$ cat src/common/sdis_pkg.sv
// constants shared by the sd host event and error status block
package sdis_pkg;
    // register byte offsets on the wishbone port
    localparam logic [7:0] SDIS_OFF_STATUS  = 8'h30;
    localparam logic [7:0] SDIS_OFF_STAT_EN = 8'h34;
    localparam logic [7:0] SDIS_OFF_SIG_EN  = 8'h38;
    localparam logic [7:0] SDIS_OFF_CTRL    = 8'h40;
    // status bit positions
    localparam int SDIS_B_CMD_DONE   = 0;
    localparam int SDIS_B_XFER_DONE  = 1;
    localparam int SDIS_B_BLK_GAP    = 2;
    localparam int SDIS_B_DMA        = 3;
    localparam int SDIS_B_WR_READY   = 4;
    localparam int SDIS_B_RD_READY   = 5;
    localparam int SDIS_B_CARD_IN    = 6;
    localparam int SDIS_B_CARD_OUT   = 7;
    localparam int SDIS_B_CARD_INT   = 8;
    localparam int SDIS_B_ERR_SUM    = 15;
    localparam int SDIS_B_CMD_TMO    = 16;
    localparam int SDIS_B_CMD_CRC    = 17;
    localparam int SDIS_B_CMD_ENDBIT = 18;
    localparam int SDIS_B_CMD_INDEX  = 19;
    localparam int SDIS_B_DAT_TMO    = 20;
    localparam int SDIS_B_DAT_CRC    = 21;
    localparam int SDIS_B_DAT_ENDBIT = 22;
    localparam int SDIS_B_CTRL_WIDE  = 0;
    // implemented bits of each register
    localparam logic [31:0] SDIS_STAT_MASK = 32'h007f_81ff;
    localparam logic [31:0] SDIS_EN_MASK   = 32'h007f_01ff;
    localparam logic [31:0] SDIS_ERR_MASK  = 32'h007f_0000;
    localparam logic [31:0] SDIS_RST_VAL   = 32'h0000_0000;
    // response must start within this many sdclk cycles
    localparam logic [6:0]  SDIS_RESP_WINDOW = 7'h40;
    // good write crc status token
    localparam logic [2:0]  SDIS_WCRC_GOOD = 3'h2;
endpackage : sdis_pkg

$ cat src/hdl/sdis_status.sv
// sd host event and error status register with wishbone slave
`timescale 1ns/100ps
`default_nettype none
// What this block does
// - zero data end bit flags data end error
// - read crc or bad token flags crc
// - four data timeouts set data timeout
// - response index mismatch sets index error
// - zero response end bit sets end error
// - response crc fail sets crc if no timeout
// - cmd conflict aborts drive, sets crc, timeout
// - no response in 64 sdclk sets timeout
// - conflict sets timeout at once
// - bit 15 reads one on any error
// - card interrupt ignores writes, follows card
// - 1-bit always samples, 4-bit in period
// - clearing enable drops latched card interrupt
// - card detect edges set insert, remove flags
// - buffer enable rising edges set ready flags
// - dma boundary sets dma interrupt flag
// - stop request plus edge sets block gap
// - read active fall sets transfer complete
// - write dat active fall sets transfer complete
// - response end sets command complete, not auto
// - write one clears, zero keeps, many at once
// - interrupt when set bit has signal enable
module sdis_status
    import sdis_pkg::*;
(
    input  wire logic        clk_i,
    input  wire logic        rst_i,
    // wishbone slave
    input  wire logic        cyc_i,
    input  wire logic        stb_i,
    input  wire logic        we_i,
    input  wire logic [7:0]  adr_i,
    input  wire logic [3:0]  sel_i,
    input  wire logic [31:0] dat_i,
    output logic [31:0]      dat_o,
    output logic             ack_o,
    output logic             irq_o,
    // pins from the card side
    input  wire logic        sdclk_i,
    input  wire logic        cmd_line_i,
    input  wire logic        card_detect_i,
    input  wire logic        dat1_int_n_i,
    // command engine, same clock
    input  wire logic        cmd_start_i,
    input  wire logic        cmd_oe_i,
    input  wire logic        cmd_out_i,
    output logic             cmd_oe_o,
    input  wire logic        cmd_end_i,
    input  wire logic        resp_start_i,
    input  wire logic        resp_end_i,
    input  wire logic        resp_auto12_i,
    input  wire logic        resp_index_ok_i,
    input  wire logic        resp_end_bit_i,
    input  wire logic        resp_crc_ok_i,
    // data engine, same clock
    input  wire logic        rd_end_strobe_i,
    input  wire logic        rd_end_bit_i,
    input  wire logic        rd_crc_fail_i,
    input  wire logic        wcrc_strobe_i,
    input  wire logic [2:0]  wcrc_token_i,
    input  wire logic        wcrc_end_bit_i,
    input  wire logic [3:0]  dat_tmo_i,
    input  wire logic        buf_rd_en_i,
    input  wire logic        buf_wr_en_i,
    input  wire logic        dma_boundary_i,
    input  wire logic        stop_gap_i,
    input  wire logic        xfer_write_i,
    input  wire logic        dat_active_i,
    input  wire logic        rd_active_i,
    input  wire logic        wr_active_i,
    input  wire logic        int_period_i,
    output logic             card_inserted_o
);
    logic [31:0] flags_r;
    logic [31:0] stat_en_r;
    logic [31:0] sig_en_r;
    logic        wide_r;
    logic        ack_r;
    logic [31:0] rdata_r;
    logic [31:0] status_view;
    logic [31:0] wmask;
    logic [31:0] clr;
    logic [31:0] set;
    logic        wr_stb;
    // synchronisers for pins
    logic        sclk_s1, sclk_s2, sclk_d;
    logic        cmd_s1, cmd_s2;
    logic        det_s1, det_s2, det_d;
    logic        int_s1, int_s2;
    logic        sclk_rise;
    // command line monitor
    logic        drove_one_r;
    logic        abort_r;
    logic        conflict;
    logic        waiting_r;
    logic [6:0]  resp_cnt_r;
    logic        resp_tmo;
    // edge detectors on local levels
    logic        rd_en_d, wr_en_d, dat_act_d, rd_act_d, wr_act_d;
    logic        cint_r;
    logic        cint_nxt;

    // two flip-flop synchronisers, only the second stage is read
    always_ff @(posedge clk_i) begin
        if (rst_i) begin
            sclk_s1 <= 1'b0;
            sclk_s2 <= 1'b0;
            sclk_d  <= 1'b0;
            cmd_s1  <= 1'b1;
            cmd_s2  <= 1'b1;
            det_s1  <= 1'b0;
            det_s2  <= 1'b0;
            det_d   <= 1'b0;
            int_s1  <= 1'b1;
            int_s2  <= 1'b1;
        end else begin
            sclk_s1 <= sdclk_i;
            sclk_s2 <= sclk_s1;
            sclk_d  <= sclk_s2;
            cmd_s1  <= cmd_line_i;
            cmd_s2  <= cmd_s1;
            det_s1  <= card_detect_i;
            det_s2  <= det_s1;
            det_d   <= det_s2;
            int_s1  <= dat1_int_n_i;
            int_s2  <= int_s1;
        end
    end

    assign sclk_rise       = sclk_s2 & ~sclk_d;
    assign card_inserted_o = det_s2;

    // remember a driven one, check the line at the next sdclk edge
    assign conflict = sclk_rise & drove_one_r & ~cmd_s2;
    always_ff @(posedge clk_i) begin
        if (rst_i) begin
            drove_one_r <= 1'b0;
        end else if (sclk_rise) begin
            drove_one_r <= cmd_oe_o & cmd_out_i;
        end
    end

    // abort holds the driver off until the next command starts
    always_ff @(posedge clk_i) begin
        if (rst_i) begin
            abort_r <= 1'b0;
        end else if (cmd_start_i) begin
            abort_r <= 1'b0;
        end else if (conflict) begin
            abort_r <= 1'b1;
        end
    end
    assign cmd_oe_o = cmd_oe_i & ~abort_r & ~conflict;

    // count sdclk edges from command end bit until a response begins
    always_ff @(posedge clk_i) begin
        if (rst_i) begin
            waiting_r  <= 1'b0;
            resp_cnt_r <= 7'h00;
        end else if (cmd_end_i) begin
            waiting_r  <= 1'b1;
            resp_cnt_r <= 7'h00;
        end else if (resp_start_i || conflict || resp_tmo) begin
            waiting_r  <= 1'b0;
        end else if (waiting_r && sclk_rise) begin
            resp_cnt_r <= resp_cnt_r + 7'h01;
        end
    end
    assign resp_tmo = waiting_r & sclk_rise & ~resp_start_i
                    & (resp_cnt_r == SDIS_RESP_WINDOW - 7'h01);

    // delayed copies of local levels for edge detection
    always_ff @(posedge clk_i) begin
        if (rst_i) begin
            rd_en_d   <= 1'b0;
            wr_en_d   <= 1'b0;
            dat_act_d <= 1'b0;
            rd_act_d  <= 1'b0;
            wr_act_d  <= 1'b0;
        end else begin
            rd_en_d   <= buf_rd_en_i;
            wr_en_d   <= buf_wr_en_i;
            dat_act_d <= dat_active_i;
            rd_act_d  <= rd_active_i;
            wr_act_d  <= wr_active_i;
        end
    end

    // card interrupt follows the card while enabled
    always_comb begin
        cint_nxt = cint_r;
        if (!stat_en_r[SDIS_B_CARD_INT]) begin
            cint_nxt = 1'b0;
        end else if (!wide_r || int_period_i) begin
            cint_nxt = ~int_s2;
        end
    end
    always_ff @(posedge clk_i) begin
        if (rst_i) begin
            cint_r <= 1'b0;
        end else begin
            cint_r <= cint_nxt;
        end
    end

    // events that set sticky flags this cycle
    always_comb begin
        set = 32'h0000_0000;
        set[SDIS_B_DAT_ENDBIT] = (rd_end_strobe_i & ~rd_end_bit_i)
                               | (wcrc_strobe_i & ~wcrc_end_bit_i);
        set[SDIS_B_DAT_CRC]    = rd_crc_fail_i
                               | (wcrc_strobe_i
                                  & (wcrc_token_i != SDIS_WCRC_GOOD));
        set[SDIS_B_DAT_TMO]    = |dat_tmo_i;
        set[SDIS_B_CMD_INDEX]  = resp_end_i & ~resp_index_ok_i;
        set[SDIS_B_CMD_ENDBIT] = resp_end_i & ~resp_end_bit_i;
        set[SDIS_B_CMD_CRC]    = (resp_end_i & ~resp_crc_ok_i
                                  & ~flags_r[SDIS_B_CMD_TMO])
                               | conflict;
        set[SDIS_B_CMD_TMO]    = resp_tmo | conflict;
        set[SDIS_B_CARD_OUT]   = det_d & ~det_s2;
        set[SDIS_B_CARD_IN]    = ~det_d & det_s2;
        set[SDIS_B_RD_READY]   = buf_rd_en_i & ~rd_en_d;
        set[SDIS_B_WR_READY]   = buf_wr_en_i & ~wr_en_d;
        set[SDIS_B_DMA]        = dma_boundary_i;
        set[SDIS_B_BLK_GAP]    = stop_gap_i
                               & ((~xfer_write_i & dat_act_d & ~dat_active_i)
                               | (xfer_write_i & wr_act_d & ~wr_active_i));
        set[SDIS_B_XFER_DONE]  = (~xfer_write_i & rd_act_d & ~rd_active_i)
                               | (xfer_write_i & dat_act_d & ~dat_active_i);
        set[SDIS_B_CMD_DONE]   = resp_end_i & ~resp_auto12_i;
    end

    // byte lane mask and write strobe of a wishbone write
    assign wr_stb = cyc_i & stb_i & we_i & ~ack_r;
    assign wmask  = {{8{sel_i[3]}}, {8{sel_i[2]}},
                     {8{sel_i[1]}}, {8{sel_i[0]}}};
    assign clr    = (wr_stb && adr_i == SDIS_OFF_STATUS)
                  ? (dat_i & wmask & SDIS_STAT_MASK) : 32'h0000_0000;

    // sticky flags, a set in the clearing cycle wins
    always_ff @(posedge clk_i) begin
        if (rst_i) begin
            flags_r <= SDIS_RST_VAL;
        end else begin
            flags_r <= ((flags_r & ~clr) | set) & SDIS_EN_MASK
                     & ~(32'h1 << SDIS_B_CARD_INT);
        end
    end

    // status view with summary and card interrupt
    always_comb begin
        status_view = flags_r;
        status_view[SDIS_B_CARD_INT] = cint_r;
        status_view[SDIS_B_ERR_SUM]  = |(flags_r & SDIS_ERR_MASK);
    end

    // enable registers and width control
    always_ff @(posedge clk_i) begin
        if (rst_i) begin
            stat_en_r <= SDIS_RST_VAL;
            sig_en_r  <= SDIS_RST_VAL;
            wide_r    <= 1'b0;
        end else if (wr_stb) begin
            if (adr_i == SDIS_OFF_STAT_EN) begin
                stat_en_r <= ((stat_en_r & ~wmask) | (dat_i & wmask))
                           & SDIS_EN_MASK;
            end
            if (adr_i == SDIS_OFF_SIG_EN) begin
                sig_en_r <= ((sig_en_r & ~wmask) | (dat_i & wmask))
                          & SDIS_EN_MASK;
            end
            if (adr_i == SDIS_OFF_CTRL && sel_i[0]) begin
                wide_r <= dat_i[SDIS_B_CTRL_WIDE];
            end
        end
    end

    // one wait state: ack and read data one cycle after the request
    always_ff @(posedge clk_i) begin
        if (rst_i) begin
            ack_r   <= 1'b0;
            rdata_r <= 32'h0000_0000;
        end else begin
            ack_r <= cyc_i & stb_i & ~ack_r;
            unique case (adr_i)
                SDIS_OFF_STATUS:  rdata_r <= status_view;
                SDIS_OFF_STAT_EN: rdata_r <= stat_en_r;
                SDIS_OFF_SIG_EN:  rdata_r <= sig_en_r;
                SDIS_OFF_CTRL:    rdata_r <= {31'h0, wide_r};
                default:          rdata_r <= 32'h0000_0000;
            endcase
        end
    end
    assign ack_o = ack_r;
    assign dat_o = rdata_r;

    // single host interrupt line
    assign irq_o = |(status_view & sig_en_r & SDIS_EN_MASK);
endmodule : sdis_status
`default_nettype wire

$ cat config.mk
export PLATFORM = sky130hd
export DESIGN_NAME = sdis_status
export DESIGN_NICKNAME = d
export VERILOG_FILES = /design/src/common/sdis_pkg.sv /design/src/hdl/sdis_status.sv
export SDC_FILE = /design/constraint.sdc
export NUM_CORES = 1
export LEC_CHECK = 0
export BUFFER_PORTS_ARGS = -buffer_cell sky130_fd_sc_hd__buf_4
export CAP_MARGIN = 20
export CORE_ASPECT_RATIO = 0.8
export CORE_MARGIN = 8
export CORE_UTILIZATION = 55
export DETAILED_ROUTE_END_ITERATION = 16
export PLACE_DENSITY_LB_ADDON = 0.08
export RECOVER_POWER = 100
export SYNTH_ARGS = -nofsm -noshare
export SYNTH_HDL_FRONTEND = slang
export SYNTH_SLANG_ARGS = --single-unit
export TNS_END_PERCENT = 50
$ cat constraint.sdc
create_clock -name clk_i -period 4.6 [get_ports clk_i]
set_clock_uncertainty 0.2 [all_clocks]
set_input_delay 0.92 -clock clk_i [delete_from_list [all_inputs] [get_ports clk_i]]
set_output_delay 0.92 -clock clk_i [all_outputs]
set_load 0.01 [all_outputs]
==> metrics.txt <==
# TYPE chip_impl_metric gauge
chip_impl_info{name="outcome",value="complete, no violations"} 1
chip_impl_metric{name="avgViaCountPerCell",unit=""} 5.41
chip_impl_metric{name="seq_power_share",unit="%"} 57.8
chip_impl_metric{name="io-pin-count",unit=""} 120
chip_impl_metric{name="worst-endpoint-required",unit="ps"} 4610
chip_impl_metric{name="routed_wire_length_per_instance",unit="um"} 15.8
chip_impl_metric{name="finalWorstSetupSlack",unit="ps"} 1790
chip_impl_metric{name="part_of_the_yosys_area_used_for_sequential_elements",unit="%"} 47.4
chip_impl_metric{name="netlist_area",unit="um^2"} 3890
chip_impl_metric{name="yosys_reg_bits",unit=""} 92
chip_impl_metric{name="clk-insertion-delay-late",unit="ps"} 350
chip_impl_info{name="crit_type",value="in2reg"} 1
chip_impl_metric{name="dr.first_iter.drc_count",unit=""} 182
chip_impl_metric{name="initial_core_util",unit="%"} 56.7
chip_impl_metric{name="grt-ovfl-total",unit=""} 0
chip_impl_metric{name="ant_nets",unit=""} 0
chip_impl_metric{name="cts-resized-gates",unit=""} 0
chip_impl_metric{name="timing.setup.tns",unit="ps"} 0
chip_impl_metric{name="detail_route.first_pass.iterations",unit=""} 5
chip_impl_metric{name="power.density",unit="nW/um^2"} 308
chip_impl_metric{name="drt_wl_total",unit="um"} 9540
chip_impl_metric{name="grt_pass1_wl",unit="um"} 15300
chip_impl_metric{name="post_cts_setup_bufs",unit=""} 0
chip_impl_metric{name="clock_sinks",unit=""} 92
chip_impl_metric{name="die-area",unit="um^2"} 10000
chip_impl_metric{name="report.final.setup_viol",unit=""} 0
chip_impl_metric{name="cts_max_level",unit=""} 3
chip_impl_metric{name="drc_errors",unit=""} 0
chip_impl_metric{name="gp_congestion",unit=""} 0.815
chip_impl_metric{name="synth.lib_cells_used.distinct",unit=""} 44
chip_impl_metric{name="finalCritPeriodShare",unit="%"} 61.1
chip_impl_metric{name="fillCellCount",unit=""} 600
chip_impl_metric{name="path_clk_slew",unit="ps"} 90
chip_impl_metric{name="grt_start_max_net_pins",unit=""} 73
chip_impl_metric{name="coreArea",unit="um^2"} 6860
chip_impl_metric{name="synth_cells",unit=""} 431
chip_impl_metric{name="numPortBuffers",unit=""} 87
chip_impl_metric{name="antennaDiodeCount",unit=""} 0
chip_impl_metric{name="drive_above_1_share",unit="%"} 17.6
chip_impl_metric{name="slew-limit-headroom",unit="%"} 25.1
chip_impl_metric{name="share_of_total_power_consumed_by_net_switching",unit="%"} 24.7
chip_impl_metric{name="finalWorstPathRequiredPeriod",unit="ps"} 2810
chip_impl_metric{name="max-cap-violations",unit=""} 0
chip_impl_info{name="grt_setup_unrepaired",value="no"} 1
chip_impl_metric{name="stdcell_area",unit="um^2"} 4620
chip_impl_metric{name="power.leakage",unit="nW"} 2.05
chip_impl_metric{name="design.final.nets",unit=""} 596
chip_impl_info{name="crit_path_end_kind",value="flop"} 1
chip_impl_metric{name="p_int",unit="mW"} 1.07
chip_impl_metric{name="fp.dieH",unit="um"} 91.2
chip_impl_metric{name="critical_path_peak_fanout",unit=""} 23
chip_impl_metric{name="placement.setup.worst_slack",unit="ps"} 1490
chip_impl_metric{name="power_frac_comb",unit="%"} 8.9
chip_impl_metric{name="hold_viol_final",unit=""} 0
chip_impl_metric{name="dpl_cell_area",unit="um^2"} 4540
chip_impl_info{name="tritoncts_clock_tree",value="yes"} 1
chip_impl_metric{name="power.switching",unit="mW"} 0.351
chip_impl_metric{name="synth_enable_flop_cells",unit=""} 0
chip_impl_metric{name="fin_worst_hold_slack",unit="ps"} 213
chip_impl_metric{name="cp_data_arrival_time",unit="ps"} 2820
chip_impl_metric{name="max_slew.worst_pin.slew",unit="ps"} 1100
chip_impl_metric{name="post_layout_nonfiller_instances",unit=""} 603
chip_impl_metric{name="ir_worst_vdd",unit="mV"} 0.214
chip_impl_metric{name="fmaxAchievable",unit="MHz"} 356
chip_impl_metric{name="maxSlewViolCount",unit=""} 0
chip_impl_metric{name="fp.dieW",unit="um"} 110
chip_impl_metric{name="numCtsBuffers",unit=""} 9
chip_impl_info{name="min_path_type",value="reg2reg"} 1
chip_impl_metric{name="clockBufferDepth",unit=""} 2
chip_impl_metric{name="placed_cells_incl_taps",unit=""} 587
chip_impl_info{name="launching_element_type_of_the_critical_path",value="input port"} 1
chip_impl_metric{name="track_usage",unit="%"} 19.0
chip_impl_metric{name="postSynth.asyncResetShare",unit="%"} 0
chip_impl_metric{name="hold_buffers",unit=""} 0
chip_impl_metric{name="layout-area-overhead-vs-synth",unit="%"} 18.7
chip_impl_metric{name="syn_area_per_cell",unit="um^2"} 9.02
chip_impl_metric{name="synthesis_warnings",unit=""} 0
chip_impl_metric{name="grt_antenna_before_repair",unit=""} 0
chip_impl_info{name="synthFlopType",value="sky130_fd_sc_hd__dfxtp_1"} 1
chip_impl_info{name="ctsRootBufferMaster",value="sky130_fd_sc_hd__clkbuf_8"} 1
chip_impl_metric{name="post-dp-hpwl",unit="um"} 6820
chip_impl_metric{name="rows",unit=""} 27
chip_impl_metric{name="first_global_vias",unit=""} 3126
chip_impl_metric{name="total_via_count_in_the_routed_design",unit=""} 3264
chip_impl_metric{name="p_clk_share",unit="%"} 33.3
power by group through the flow:
stage	clock network, mW	registers [mW]	logic [mW]
after floorplan	0	0.837	0.0698
after global placement	0	0.839	0.125
after detailed placement	0	0.840	0.126
after CTS	0.484	0.821	0.127
after global routing	0.520	0.823	0.138
final	0.473	0.821	0.126
cell type report:
class                      count  area [um^2]  area share [%]
multi-input combinational    307         1860            40.3
inverter                      10         37.5           0.813
timing repair buffer          91          601            13.0
clock inverter                 5         36.3           0.786
tap                           87          109            2.36
clock buffer                  11          131            2.85
sequential                    92         1840            39.9
synth_stat cells (2+ instances only):
cell / instances / area [um^2]
sky130_fd_sc_hd__nor4bb_1: 2 / 20.0
sky130_fd_sc_hd__nand4_1: 10 / 62.6
sky130_fd_sc_hd__nor4b_1: 5 / 43.8
sky130_fd_sc_hd__nor2_1: 76 / 285
sky130_fd_sc_hd__buf_1: 2 / 7.51
sky130_fd_sc_hd__or2_2: 5 / 31.3
sky130_fd_sc_hd__nor4_1: 4 / 25.0
sky130_fd_sc_hd__nand3b_1: 2 / 15.0
sky130_fd_sc_hd__a21oi_1: 34 / 170
sky130_fd_sc_hd__nor2b_1: 12 / 75.1
sky130_fd_sc_hd__nand3_1: 11 / 55.1
sky130_fd_sc_hd__and3_1: 4 / 25.0
sky130_fd_sc_hd__nor3b_1: 4 / 30.0
sky130_fd_sc_hd__o21ai_0: 15 / 75.1
sky130_fd_sc_hd__inv_1: 10 / 37.5
sky130_fd_sc_hd__mux2i_1: 49 / 490
sky130_fd_sc_hd__clkbuf_1: 16 / 60.1
sky130_fd_sc_hd__a22o_1: 4 / 35.0
sky130_fd_sc_hd__nand2b_1: 12 / 75.1
sky130_fd_sc_hd__buf_2: 3 / 15.0
sky130_fd_sc_hd__dfxtp_1: 92 / 1840
sky130_fd_sc_hd__nor3_1: 6 / 30.0
sky130_fd_sc_hd__a31oi_1: 4 / 25.0
sky130_fd_sc_hd__buf_4: 15 / 113
sky130_fd_sc_hd__nand2_1: 12 / 45.0
sky130_fd_sc_hd__a221oi_1: 4 / 35.0
cells by family after synthesis:
kind of cell    share of synthesized area (%)
xor+xnor                                0.225
compound gates                           11.2
buf+inv                                  5.98
fa+ha+maj                               0.322
other cells                            0.0964
flops                                    47.4
simple gates                             22.2
mux                                      12.6
critical path: stages:
cell and delay, ps:
sky130_fd_sc_hd__buf_4 320, sky130_fd_sc_hd__nor4b_1 520, sky130_fd_sc_hd__nand4_1 640, sky130_fd_sc_hd__mux2i_1 340
sky130_fd_sc_hd__nor2_1 60
placed cells by master, fill, tap and decap left out, types with 5 or more instances in the layout:
cell type / n
sky130_fd_sc_hd__dfxtp_1: 92
sky130_fd_sc_hd__nor2_1: 76
sky130_fd_sc_hd__buf_4: 69
sky130_fd_sc_hd__mux2i_1: 49
sky130_fd_sc_hd__a21oi_1: 34
sky130_fd_sc_hd__clkbuf_1: 24
sky130_fd_sc_hd__o21ai_0: 15
sky130_fd_sc_hd__conb_1: 15
sky130_fd_sc_hd__nand2_1: 12
sky130_fd_sc_hd__nor2b_1: 12
sky130_fd_sc_hd__nand2b_1: 12
sky130_fd_sc_hd__nand3_1: 11
sky130_fd_sc_hd__nand4_1: 10
sky130_fd_sc_hd__inv_1: 10
sky130_fd_sc_hd__clkbuf_8: 9
sky130_fd_sc_hd__nor3_1: 6
sky130_fd_sc_hd__nor4b_1: 5
sky130_fd_sc_hd__or2_2: 5
per-stage QoR:
step / total power [mW] / utilization, %
3_5_place_dp: 0.966 / 66.2
4_1_cts: 1.43 / 68.6
6_report: 1.42 / 67.3
5_1_grt: 1.48 / 67.3
2_1_floorplan: 0.907 / -
3_3_place_gp: 0.964 / 66.2
final timing paths:
path,startpoint,cells past startpoint,slack [ps],end
worst max-delay path,adr_i[3],5,1790,flop
worst min register to register,int_s1,1,210,int_s2
worst max register to register,resp_cnt_r[0],5,2120,resp_cnt_r[2]
worst min-delay path,int_s1,1,210,int_s2
metal layers:
metal / global-route usage [%] / vias up / share of wire (%)
met5: 0 / - / 0
met4: 5.16 / 0 / 1.1
met3: 4.94 / 10 / 7.6
met2: 31.0 / 116 / 46
met1: 24.0 / 1501 / 45
li1: - / 1637 / -
Note: power is estimated with default switching activity, not from simulation.
